### config.mk
export PLATFORM = sky130hd
export DESIGN_NAME = sepc_core
export DESIGN_NICKNAME = d
export VERILOG_FILES = /design/src/common/sepc_pkg.sv /design/src/logic/sepc_sync.sv /design/src/logic/sepc_core.sv
export VERILOG_INCLUDE_DIRS = /design/src /design/src/common
export SDC_FILE = /design/constraint.sdc
export NUM_CORES = 1
export LEC_CHECK = 0
export ABC_AREA = 0
export BUFFER_PORTS_ARGS = -buffer_cell sky130_fd_sc_hd__buf_2
export CORE_MARGIN = 5
export CORE_UTILIZATION = 53
export CTS_BUF_LIST = sky130_fd_sc_hd__clkbuf_16
export CTS_CLUSTER_SIZE = 20
export DETAILED_ROUTE_END_ITERATION = 16
export GPL_TIMING_DRIVEN = 0
export PLACE_DENSITY = 0.87
export SLEW_MARGIN = 20
export SYNTH_ARGS = -nofsm -noshare
export SYNTH_HDL_FRONTEND = slang
export SYNTH_SLANG_ARGS = --single-unit
export TNS_END_PERCENT = 30
### constraint.sdc
create_clock -name clock_in -period 2.1 [get_ports clock_in]
set_clock_uncertainty 0.05 [all_clocks]
set_input_delay 0.105 -clock clock_in [delete_from_list [all_inputs] [get_ports clock_in]]
set_output_delay 0.105 -clock clock_in [all_outputs]
set_load 0.005 [all_outputs]
### src/common/sepc_regs.svh
`ifndef SEPC_REGS_SVH
`define SEPC_REGS_SVH

// ****************************************
// Opcodes
// ****************************************
`define SEPC_OPC_SET_LATCH 8'h06
`define SEPC_OPC_CLR_LATCH 8'h04
`define SEPC_OPC_STAT_RD 8'h05
`define SEPC_OPC_STAT_WR 8'h01
`define SEPC_OPC_ARR_RD 8'h03
`define SEPC_OPC_ARR_WR 8'h02
`define SEPC_OPC_SEC_RD 8'h83
`define SEPC_OPC_SEC_WR 8'h82

// ****************************************
// Status word fields
// ****************************************
`define SEPC_SR_BUSY 0
`define SEPC_SR_LATCH 1
`define SEPC_SR_GUARD_LO 2
`define SEPC_SR_GUARD_HI 3
`define SEPC_SR_LOCK 7
`define SEPC_SR_RESET 8'h00

// ****************************************
// Address fields and guarded regions
// ****************************************
`define SEPC_SEL_HI 10
`define SEPC_SEL_LO 9
`define SEPC_SEL_SECTOR 2'h0
`define SEPC_SEL_LOCK 2'h2
`define SEPC_GUARD_QTR 10'h300
`define SEPC_GUARD_HALF 10'h200

// ****************************************
// Frame lengths in bytes
// ****************************************
`define SEPC_LEN_CMD 3'h1
`define SEPC_LEN_STAT 3'h2
`define SEPC_LEN_ADDR 3'h3
`define SEPC_LEN_DATA 3'h4

// ****************************************
// Timing
// ****************************************
`define SEPC_CLK_NS 4
`define SEPC_TW_NS 5000000
`define SEPC_TW_CYC (`SEPC_TW_NS / `SEPC_CLK_NS)

`endif

### src/common/sepc_pkg.sv
package sepc_pkg;

  typedef enum logic [2:0] {
    ST_OPC,
    ST_ADDR,
    ST_IN,
    ST_OUT,
    ST_IGNORE
  } sepc_state_e;

  typedef enum logic [2:0] {
    OP_NONE,
    OP_ARRAY_WR,
    OP_SECTOR_WR,
    OP_SECTOR_LOCK,
    OP_STATUS_WR,
    OP_SET,
    OP_CLEAR
  } sepc_op_e;

  typedef enum logic [1:0] {
    SP_ARRAY,
    SP_SECTOR,
    SP_LOCKSTAT,
    SP_UID
  } sepc_space_e;

endpackage

### src/logic/sepc_sync.sv
`timescale 1ns/1ps
`default_nettype none

module sepc_sync #(
  parameter int WIDTH = 1,
  parameter logic [WIDTH-1:0] RESET_VAL = '0
) (
  input wire logic clock_in,  // System clock
  input wire logic rst_b_in,  // Async reset, active low
  input wire logic [WIDTH-1:0] async_in,  // Pin levels
  output logic [WIDTH-1:0] sync_out  // Synchronised levels
);

  logic [WIDTH-1:0] meta_r;

  // First stage feeds only the second
  always_ff @(posedge clock_in or negedge rst_b_in) begin
    if (!rst_b_in) begin
      meta_r <= RESET_VAL;
      sync_out <= RESET_VAL;
    end else begin
      meta_r <= async_in;
      sync_out <= meta_r;
    end
  end

endmodule

`default_nettype wire

### src/logic/sepc_core.sv
// What this block does
// - Serial input bits are sampled on rising serial clock edges.
// - Serial output changes on falling serial clock edges.
// - Clock modes 0 and 3 both work; idle level at select is free.
// - Pause starts at pause pin fall if clock low, else next fall.
// - Pause ends at pause pin rise if clock low, else next fall.
// - Paused: output floats, input and clock ignored, state kept.
// - Reset leaves the write latch cleared.
// - Writes and status writes need the write latch set first.
// - Latch clears on clear command and after every write-type cycle.
// - Busy flag at bit 0 set in write cycles; only status read allowed.
// - Busy flag returns to zero when the timed cycle ends.
// - Write latch shows at bit 1, set by the set command.
// - Two guard bits at bits 3 and 2, written by status write only.
// - Guard field 01 top quarter, 10 top half, 11 whole array.
// - Lock bit high and protect pin low freeze status writes.
// - Status word is all zero after reset.
// - Frame starts at select fall; first byte is opcode, MSB first.
// - Write frames execute only if select rises on a byte boundary.
// - Opcodes 06 set, 04 clear, 05 status read, 01 status write.
// - Opcodes 03 array read, 02 array write, 83 and 82 sector space.
// - Unique serial read when address bit 9 is one, offset bits 3..0.
// - Sector read and write need address bits 10..9 equal to 00.
// - Lock and lock status need address bits 10..9 equal to 10.
// - Array read takes a 16-bit address; only bits 9..0 count.
`timescale 1ns/1ps
`default_nettype none
`include "sepc_regs.svh"

module sepc_core #(
  parameter int WRITE_CYCLES = `SEPC_TW_CYC
) (
  input wire logic clock_in,  // System clock
  input wire logic rst_b_in,  // Async reset, active low
  input wire logic spi_clk_in,  // Serial clock pin
  input wire logic sel_b_in,  // Device select pin, active low
  input wire logic serial_in,  // Serial data pin
  input wire logic pause_b_in,  // Pause pin, active low
  input wire logic protect_b_in,  // Protect pin, active low
  output logic serial_out,  // Serial data out level
  output logic serial_oe_b_out,  // Output enable, low drives
  output logic [9:0] mem_addr_out,  // Storage address
  output sepc_pkg::sepc_space_e mem_space_out,  // Storage space
  input wire logic [7:0] mem_rdata_in,  // Storage read data
  input wire logic sector_locked_in,  // Sector already locked
  output logic wbyte_valid_out,  // Write byte pulse
  output logic [9:0] wbyte_addr_out,  // Write byte address
  output logic [7:0] wbyte_data_out,  // Write byte data
  output logic commit_out,  // Commit pulse
  output sepc_pkg::sepc_op_e commit_op_out,  // Committed operation
  output logic discard_out,  // Write frame dropped pulse
  output logic [7:0] status_out  // Status word
);
  import sepc_pkg::*;

  localparam int CW = $clog2(WRITE_CYCLES + 1);

  // ****************************************
  // Pin synchronisers and edges
  // ****************************************
  logic clk_s, sel_b_s, din_s, pause_b_s, protect_b_s;
  logic clk_d, sel_b_d, paused_r;
  logic rise, fall, frame_end, sel;

  sepc_sync #(.WIDTH(5), .RESET_VAL(5'h0b)) u_sync (
    .clock_in(clock_in),
    .rst_b_in(rst_b_in),
    .async_in({spi_clk_in, sel_b_in, serial_in, pause_b_in,
               protect_b_in}),
    .sync_out({clk_s, sel_b_s, din_s, pause_b_s, protect_b_s})
  );

  always_ff @(posedge clock_in or negedge rst_b_in) begin
    if (!rst_b_in) begin
      clk_d <= 1'b0;
      sel_b_d <= 1'b1;
    end else begin
      clk_d <= clk_s;
      sel_b_d <= sel_b_s;
    end
  end

  always_ff @(posedge clock_in or negedge rst_b_in) begin
    if (!rst_b_in) begin
      paused_r <= 1'b0;
    end else if (sel_b_s) begin
      paused_r <= 1'b0;
    end else if (!clk_s) begin
      paused_r <= ~pause_b_s;
    end
  end

  assign sel = ~sel_b_s;
  assign rise = sel & ~paused_r & clk_s & ~clk_d;
  assign fall = sel & ~paused_r & ~clk_s & clk_d;
  assign frame_end = sel_b_s & ~sel_b_d;

  // ****************************************
  // Status word and decode helpers
  // ****************************************
  logic busy_r, latch_r, lock_r;
  logic [1:0] guard_r;
  logic hw_frozen;
  logic [7:0] status;

  assign hw_frozen = lock_r & ~protect_b_s;

  always_comb begin
    status = `SEPC_SR_RESET;
    status[`SEPC_SR_BUSY] = busy_r;
    status[`SEPC_SR_LATCH] = latch_r;
    status[`SEPC_SR_GUARD_LO] = guard_r[0];
    status[`SEPC_SR_GUARD_HI] = guard_r[1];
    status[`SEPC_SR_LOCK] = lock_r;
  end

  function automatic logic guarded(input logic [9:0] a,
                                   input logic [1:0] g);
    unique case (g)
      2'h0: guarded = 1'b0;
      2'h1: guarded = (a >= `SEPC_GUARD_QTR);
      2'h2: guarded = (a >= `SEPC_GUARD_HALF);
      2'h3: guarded = 1'b1;
    endcase
  endfunction

  function automatic sepc_state_e decode(input logic [7:0] opc);
    decode = ST_IGNORE;
    if (opc == `SEPC_OPC_STAT_RD) begin
      decode = ST_OUT;
    end else if (!busy_r) begin
      unique case (opc)
        `SEPC_OPC_SET_LATCH, `SEPC_OPC_CLR_LATCH: decode = ST_IN;
        `SEPC_OPC_STAT_WR:
          decode = (latch_r && !hw_frozen) ? ST_IN : ST_IGNORE;
        `SEPC_OPC_ARR_RD, `SEPC_OPC_SEC_RD: decode = ST_ADDR;
        `SEPC_OPC_ARR_WR, `SEPC_OPC_SEC_WR:
          decode = latch_r ? ST_ADDR : ST_IGNORE;
        default: decode = ST_IGNORE;
      endcase
    end
  endfunction

  function automatic logic is_read(input logic [7:0] opc);
    is_read = (opc == `SEPC_OPC_ARR_RD) || (opc == `SEPC_OPC_SEC_RD);
  endfunction

  // ****************************************
  // Frame engine
  // ****************************************
  sepc_state_e state_r;
  logic [7:0] opc_r, shift_r, byte_v, stat_data_r;
  logic [2:0] bit_r, nbyte_r, obit_r;
  logic [15:0] addr_r;
  logic reject_r;

  assign byte_v = {shift_r[6:0], din_s};

  always_ff @(posedge clock_in or negedge rst_b_in) begin
    if (!rst_b_in) begin
      state_r <= ST_OPC;
      opc_r <= 8'h00;
      shift_r <= 8'h00;
      stat_data_r <= 8'h00;
      bit_r <= 3'h0;
      nbyte_r <= 3'h0;
      addr_r <= 16'h0000;
      reject_r <= 1'b0;
    end else if (!sel) begin
      state_r <= ST_OPC;
      bit_r <= 3'h0;
      nbyte_r <= 3'h0;
      reject_r <= 1'b0;
    end else if (rise) begin
      shift_r <= byte_v;
      bit_r <= bit_r + 3'h1;
      if (bit_r == 3'h7) begin
        if (nbyte_r != 3'h7) begin
          nbyte_r <= nbyte_r + 3'h1;
        end
        unique case (state_r)
          ST_OPC: begin
            opc_r <= byte_v;
            state_r <= decode(byte_v);
          end
          ST_ADDR: begin
            addr_r <= {addr_r[7:0], byte_v};
            if (nbyte_r == 3'h2) begin
              state_r <= is_read(opc_r) ? ST_OUT : ST_IN;
            end
          end
          ST_IN: begin
            if (opc_r == `SEPC_OPC_STAT_WR && nbyte_r == 3'h1) begin
              stat_data_r <= byte_v;
            end
            if (opc_r == `SEPC_OPC_ARR_WR) begin
              if (guarded(addr_r[9:0], guard_r)) begin
                reject_r <= 1'b1;
              end
              addr_r[4:0] <= addr_r[4:0] + 5'h01;
            end
            if (opc_r == `SEPC_OPC_SEC_WR) begin
              addr_r[4:0] <= addr_r[4:0] + 5'h01;
            end
          end
          ST_OUT, ST_IGNORE: begin
          end
        endcase
      end
    end else if (fall && state_r == ST_OUT && obit_r == 3'h0 &&
                 opc_r != `SEPC_OPC_STAT_RD) begin
      addr_r <= addr_r + 16'h0001;
    end
  end

  always_ff @(posedge clock_in or negedge rst_b_in) begin
    if (!rst_b_in) begin
      mem_space_out <= SP_ARRAY;
      mem_addr_out <= 10'h000;
    end else begin
      mem_addr_out <= addr_r[9:0];
      if (opc_r[7] == 1'b0) begin
        mem_space_out <= SP_ARRAY;
      end else if (addr_r[`SEPC_SEL_LO]) begin
        mem_space_out <= SP_UID;
      end else if (addr_r[`SEPC_SEL_HI]) begin
        mem_space_out <= SP_LOCKSTAT;
      end else begin
        mem_space_out <= SP_SECTOR;
      end
    end
  end

  // Streamed write bytes; an outside page buffer holds them
  always_ff @(posedge clock_in or negedge rst_b_in) begin
    if (!rst_b_in) begin
      wbyte_valid_out <= 1'b0;
      wbyte_addr_out <= 10'h000;
      wbyte_data_out <= 8'h00;
    end else begin
      wbyte_valid_out <= rise && bit_r == 3'h7 && state_r == ST_IN &&
                         (opc_r == `SEPC_OPC_ARR_WR ||
                          opc_r == `SEPC_OPC_SEC_WR);
      if (rise && bit_r == 3'h7) begin
        wbyte_addr_out <= addr_r[9:0];
        wbyte_data_out <= byte_v;
      end
    end
  end

  // ****************************************
  // Serial output
  // ****************************************
  logic [7:0] osh_r, src;

  assign src = (opc_r == `SEPC_OPC_STAT_RD) ? status : mem_rdata_in;

  always_ff @(posedge clock_in or negedge rst_b_in) begin
    if (!rst_b_in) begin
      serial_out <= 1'b0;
      osh_r <= 8'h00;
      obit_r <= 3'h0;
    end else if (!sel) begin
      obit_r <= 3'h0;
    end else if (fall && state_r == ST_OUT) begin
      obit_r <= obit_r + 3'h1;
      if (obit_r == 3'h0) begin
        serial_out <= src[7];
        osh_r <= {src[6:0], 1'b0};
      end else begin
        serial_out <= osh_r[7];
        osh_r <= {osh_r[6:0], 1'b0};
      end
    end
  end

  assign serial_oe_b_out = ~(sel & ~paused_r & state_r == ST_OUT);

  // ****************************************
  // Frame completion
  // ****************************************
  sepc_op_e end_op;
  logic boundary, wr_frame;

  assign boundary = (bit_r == 3'h0);
  assign wr_frame = (state_r == ST_IN || state_r == ST_ADDR) &&
                    !is_read(opc_r);

  always_comb begin
    end_op = OP_NONE;
    if (state_r == ST_IN && boundary) begin
      unique case (opc_r)
        `SEPC_OPC_SET_LATCH: end_op = OP_SET;
        `SEPC_OPC_CLR_LATCH: end_op = OP_CLEAR;
        `SEPC_OPC_STAT_WR:
          if (nbyte_r >= `SEPC_LEN_STAT) end_op = OP_STATUS_WR;
        `SEPC_OPC_ARR_WR:
          if (nbyte_r >= `SEPC_LEN_DATA && !reject_r)
            end_op = OP_ARRAY_WR;
        `SEPC_OPC_SEC_WR: begin
          if (addr_r[`SEPC_SEL_HI:`SEPC_SEL_LO] == `SEPC_SEL_LOCK &&
              nbyte_r >= `SEPC_LEN_ADDR) begin
            end_op = OP_SECTOR_LOCK;
          end else if (addr_r[`SEPC_SEL_HI:`SEPC_SEL_LO] ==
                       `SEPC_SEL_SECTOR && nbyte_r >= `SEPC_LEN_DATA &&
                       !sector_locked_in) begin
            end_op = OP_SECTOR_WR;
          end
        end
        default: end_op = OP_NONE;
      endcase
    end
  end

  always_ff @(posedge clock_in or negedge rst_b_in) begin
    if (!rst_b_in) begin
      commit_out <= 1'b0;
      commit_op_out <= OP_NONE;
      discard_out <= 1'b0;
    end else begin
      commit_out <= frame_end && end_op != OP_NONE &&
                    end_op != OP_SET && end_op != OP_CLEAR;
      discard_out <= frame_end && wr_frame && end_op == OP_NONE;
      if (frame_end) begin
        commit_op_out <= end_op;
      end
    end
  end

  // ****************************************
  // Timed cycle, latch and status bits
  // ****************************************
  logic [CW-1:0] cnt_r;
  logic pend_stat_r, long_op;

  assign long_op = frame_end && end_op != OP_NONE &&
                   end_op != OP_SET && end_op != OP_CLEAR;

  always_ff @(posedge clock_in or negedge rst_b_in) begin
    if (!rst_b_in) begin
      busy_r <= 1'b0;
      cnt_r <= '0;
      pend_stat_r <= 1'b0;
    end else if (long_op) begin
      busy_r <= 1'b1;
      cnt_r <= CW'(WRITE_CYCLES - 1);
      pend_stat_r <= (end_op == OP_STATUS_WR);
    end else if (busy_r) begin
      if (cnt_r == '0) begin
        busy_r <= 1'b0;
        pend_stat_r <= 1'b0;
      end else begin
        cnt_r <= cnt_r - 1'b1;
      end
    end
  end

  always_ff @(posedge clock_in or negedge rst_b_in) begin
    if (!rst_b_in) begin
      latch_r <= 1'b0;
    end else if (frame_end && end_op == OP_SET) begin
      latch_r <= 1'b1;
    end else if (frame_end && end_op == OP_CLEAR) begin
      latch_r <= 1'b0;
    end else if (busy_r && cnt_r == '0) begin
      latch_r <= 1'b0;
    end
  end

  always_ff @(posedge clock_in or negedge rst_b_in) begin
    if (!rst_b_in) begin
      guard_r <= 2'h0;
      lock_r <= 1'b0;
    end else if (busy_r && cnt_r == '0 && pend_stat_r) begin
      guard_r <= {stat_data_r[`SEPC_SR_GUARD_HI],
                  stat_data_r[`SEPC_SR_GUARD_LO]};
      lock_r <= stat_data_r[`SEPC_SR_LOCK];
    end
  end

  assign status_out = status;

endmodule

`default_nettype wire

==> flow_metrics.py <==
metrics = {
    "floorplan": {
        "io_pins": 62,
        "initial_utilization": 0.545,
        "die_x_um": 116,
        "num_rows": 38,
        "coreArea_mm2": 0.0109,
        "die_y_um": 116,
        "design.die.area_mm2": 0.0134,
    },
    "layout": {
        "fillCellCount": 662,
        "final_nets": 703,
        "antennaDiodeCount": 0,
        "fin_cells": 827,
        "area_growth_pct": 30.2,
        "final_core_util": 0.709,
        "drive_gt1_frac": 0.333,
    },
    "pwr": {
        "ir_drop_uv": 567,
        "leakagePower_nw": 3.47,
        "power_density_mw_per_mm2": 749,
    },
    "clock_network": {
        "clk_pin_slew_ns": 0.06,
        "clock_path_buffers": 2,
        "cts_buffers": 17,
        "cts_tree": "done",
        "clkLatencyLatePin_ns": 0.42,
        "cts.htree.levels": 4,
        "cts.sinks": 126,
        "cts_root_buf": "clkbuf_16",
    },
    "synthesis": {
        "synth_edf_count": 0,
        "synthMuxAreaShare": 0.0688,
        "synth_cell_types": 66,
        "synth_compound_area_frac": 0.117,
        "synth-seq-area-share": 0.533,
        "synthSimpleGateAreaFrac": 0.186,
        "synth_area_leaders": "dfrtp_1 50%, mux2_2 5.7%, nand2_1 4.2%",
        "synth_top_cell_by_area": "dfrtp_1",
        "synth_top_family_by_area": "simple AND/OR/NAND/NOR gates",
        "synth_flop_cell": "dfrtp_1",
        "synth-async-reset-ratio": 1.00,
        "syn_area_mm2": 0.00593,
        "synth_xor_area_frac": 0.0310,
        "yosys.area_share.adder": 0.0274,
        "synth.top_cells.by_count": "119 x dfrtp_1, 67 x nand2_1, 39 x nor2_1",
        "yosysWarningCount": 0,
        "ys_ff_latch": 126,
        "synth.avg_cell_area_um2": 10.5,
        "syn_inst": 563,
        "synth.most_common_cell": "dfrtp_1",
        "yosys.area.top_type_share": 0.502,
    },
    "placement": {
        "post-place-cells": 764,
        "dpl.hpwl_um": 9530,
        "io_buffers": 58,
        "gp_congestion": 0.931,
    },
    "detailed_routing": {
        "wirelength_um": 17400,
        "via_count": 5337,
        "wl_per_cell_um": 21.1,
        "drc": 0,
        "drt_iter0_drc": 682,
        "antenna_left": 0,
        "drtPass1Iterations": 6,
        "viasPerCell": 6.45,
    },
    "run_status": {
        "violations": "setup timing",
        "status": "finished with violations",
    },
    "worst_setup_path": {
        "cp_max_fo": 5,
        "crit_type": "flop to flop",
        "crit_arrival_ns": 2.48,
        "cp.required_ns": 2.34,
        "cp-end-kind": "flop",
        "startpoint_type": "flop",
    },
    "grt": {
        "grt_antenna_before_repair": 0,
        "grt_pass1_wl_um": 26900,
        "grt_start_max_net_pins": 87,
        "grt_overflow": 0,
        "grt_pass1_vias": 5207,
        "grt_usage": 0.259,
    },
    "timing": {
        "fmax_mhz": 447,
        "period_minus_slack_ns": 2.24,
        "setup_ws_ns": -0.139,
        "worst_pin_slew_ns": 0.637,
        "setup_viol_count_final": 55,
        "slew_headroom": 0.572,
        "whs_ns": 0.0505,
        "slew_violations": 0,
        "finalHoldViolCount": 0,
        "rsz0062_at_grt": "yes",
        "period_share": 1.07,
    },
    "job": {
        "drv_cap": 0,
    },
    "hold_path": {
        "hold_path.class": "input port to flop",
    },
}
-- metal layers --
layer  vias to the layer above  track usage  wire, µm
li1                       2236            -         -
met1                      2576        0.331      6460
met2                       409        0.410      8180
met3                       116       0.0595      1790
met4                         0        0.138      1010
met5                         -            0         0
-- logic make-up after synthesis --
family | after synthesis
DFF | 126
and+or+nand+nor | 211
other | 1
xor gates and xnor gates | 21
adders and majority gates | 13
AOI/OAI and AO/OA | 107
muxes | 37
buffers and inverters | 47
-- through the flow --
step | TNS (ns) | cell area, µm² | power [mW] | setup slack [ns]
floorplan | -4.74 | 5950 | 2.67 | -0.208
finish | -4.11 | 7720 | 5.78 | -0.139
global placement | -91.51 | 6410 | 2.79 | -0.582
detailed placement | -29.58 | 6450 | 2.81 | -0.663
CTS | -4.12 | 7520 | 5.76 | -0.184
global route | -8.38 | 7720 | 5.93 | -0.266
-- sequential cells by signal, indices dropped and copies added (netlist names), 5 cells and up --
name             cells
addr_r              11
cnt_r               21
mem_addr_out        10
opc_r                8
osh_r                7
shift_r              7
u_sync.meta_r        5
u_sync.sync_out      5
wbyte_addr_out      10
wbyte_data_out       8
-- final timing paths --
path                                   from                 end  slack, ns  cells after the start
setup / recovery                   opc_r[5]          serial_out      -0.14                      6
hold / removal              mem_rdata_in[2]            osh_r[3]       0.05                      4
setup reg to reg                   opc_r[5]          serial_out      -0.14                      6
hold reg to reg            u_sync.meta_r[2]  u_sync.sync_out[2]       0.30                      0
max in group asynchronous          rst_b_in  u_sync.sync_out[3]       1.11                      3
min in group asynchronous          rst_b_in     mem_addr_out[7]       0.10                      2
-- area by class of cell --
type | count | area, µm² | area share
timing repair buffer | 92 | 612 | 0.0792
sequential | 126 | 3170 | 0.410
inverter | 21 | 78.8 | 0.0102
clock inverter | 15 | 171 | 0.0222
tap | 140 | 175 | 0.0227
buffer | 23 | 135 | 0.0175
multi-input combinational | 393 | 2960 | 0.383
clock buffer | 17 | 425 | 0.0551
-- critical path: stages (launching register included) --
cell     delay, ns
dfrtp_1       0.39
or4_4         0.61
nor4_4        0.33
buf_6         0.19
mux2i_1       0.20
o21ai_1       0.08
mux2_2        0.27
-- repair_timing --
action	in CTS	in global routing
pin swaps	28	13
gates cloned	3	0
hold endpoints to repair	102	0
hold buffers	7	0
setup endpoints to repair	85	60
buffers inserted	14	10
resized for setup	67	37
-- power breakdown --
part | switching (mW) | internal (mW)
Clock | 1.10 | 1.86
Sequential | 0.102 | 2.48
Combinational | 0.155 | 0.0855
Total | 1.36 | 4.43
-- cells in the final DEF (no fill, tap or decap), drive strengths merged, types with 8 or more instances in the layout --
master and n:
nand2 67, inv 24, buf 99, ha 13, xnor2 14, dfrtp 119
nand3 14, a31oi 8, nor4 12, and3 8, mux2 30, clkbuf 26
nor2 39, o21ai 37, a21oi 17, nor3 12, clkinv 8, nand2b 12
No activity file was read; power rests on OpenSTA's default activity.
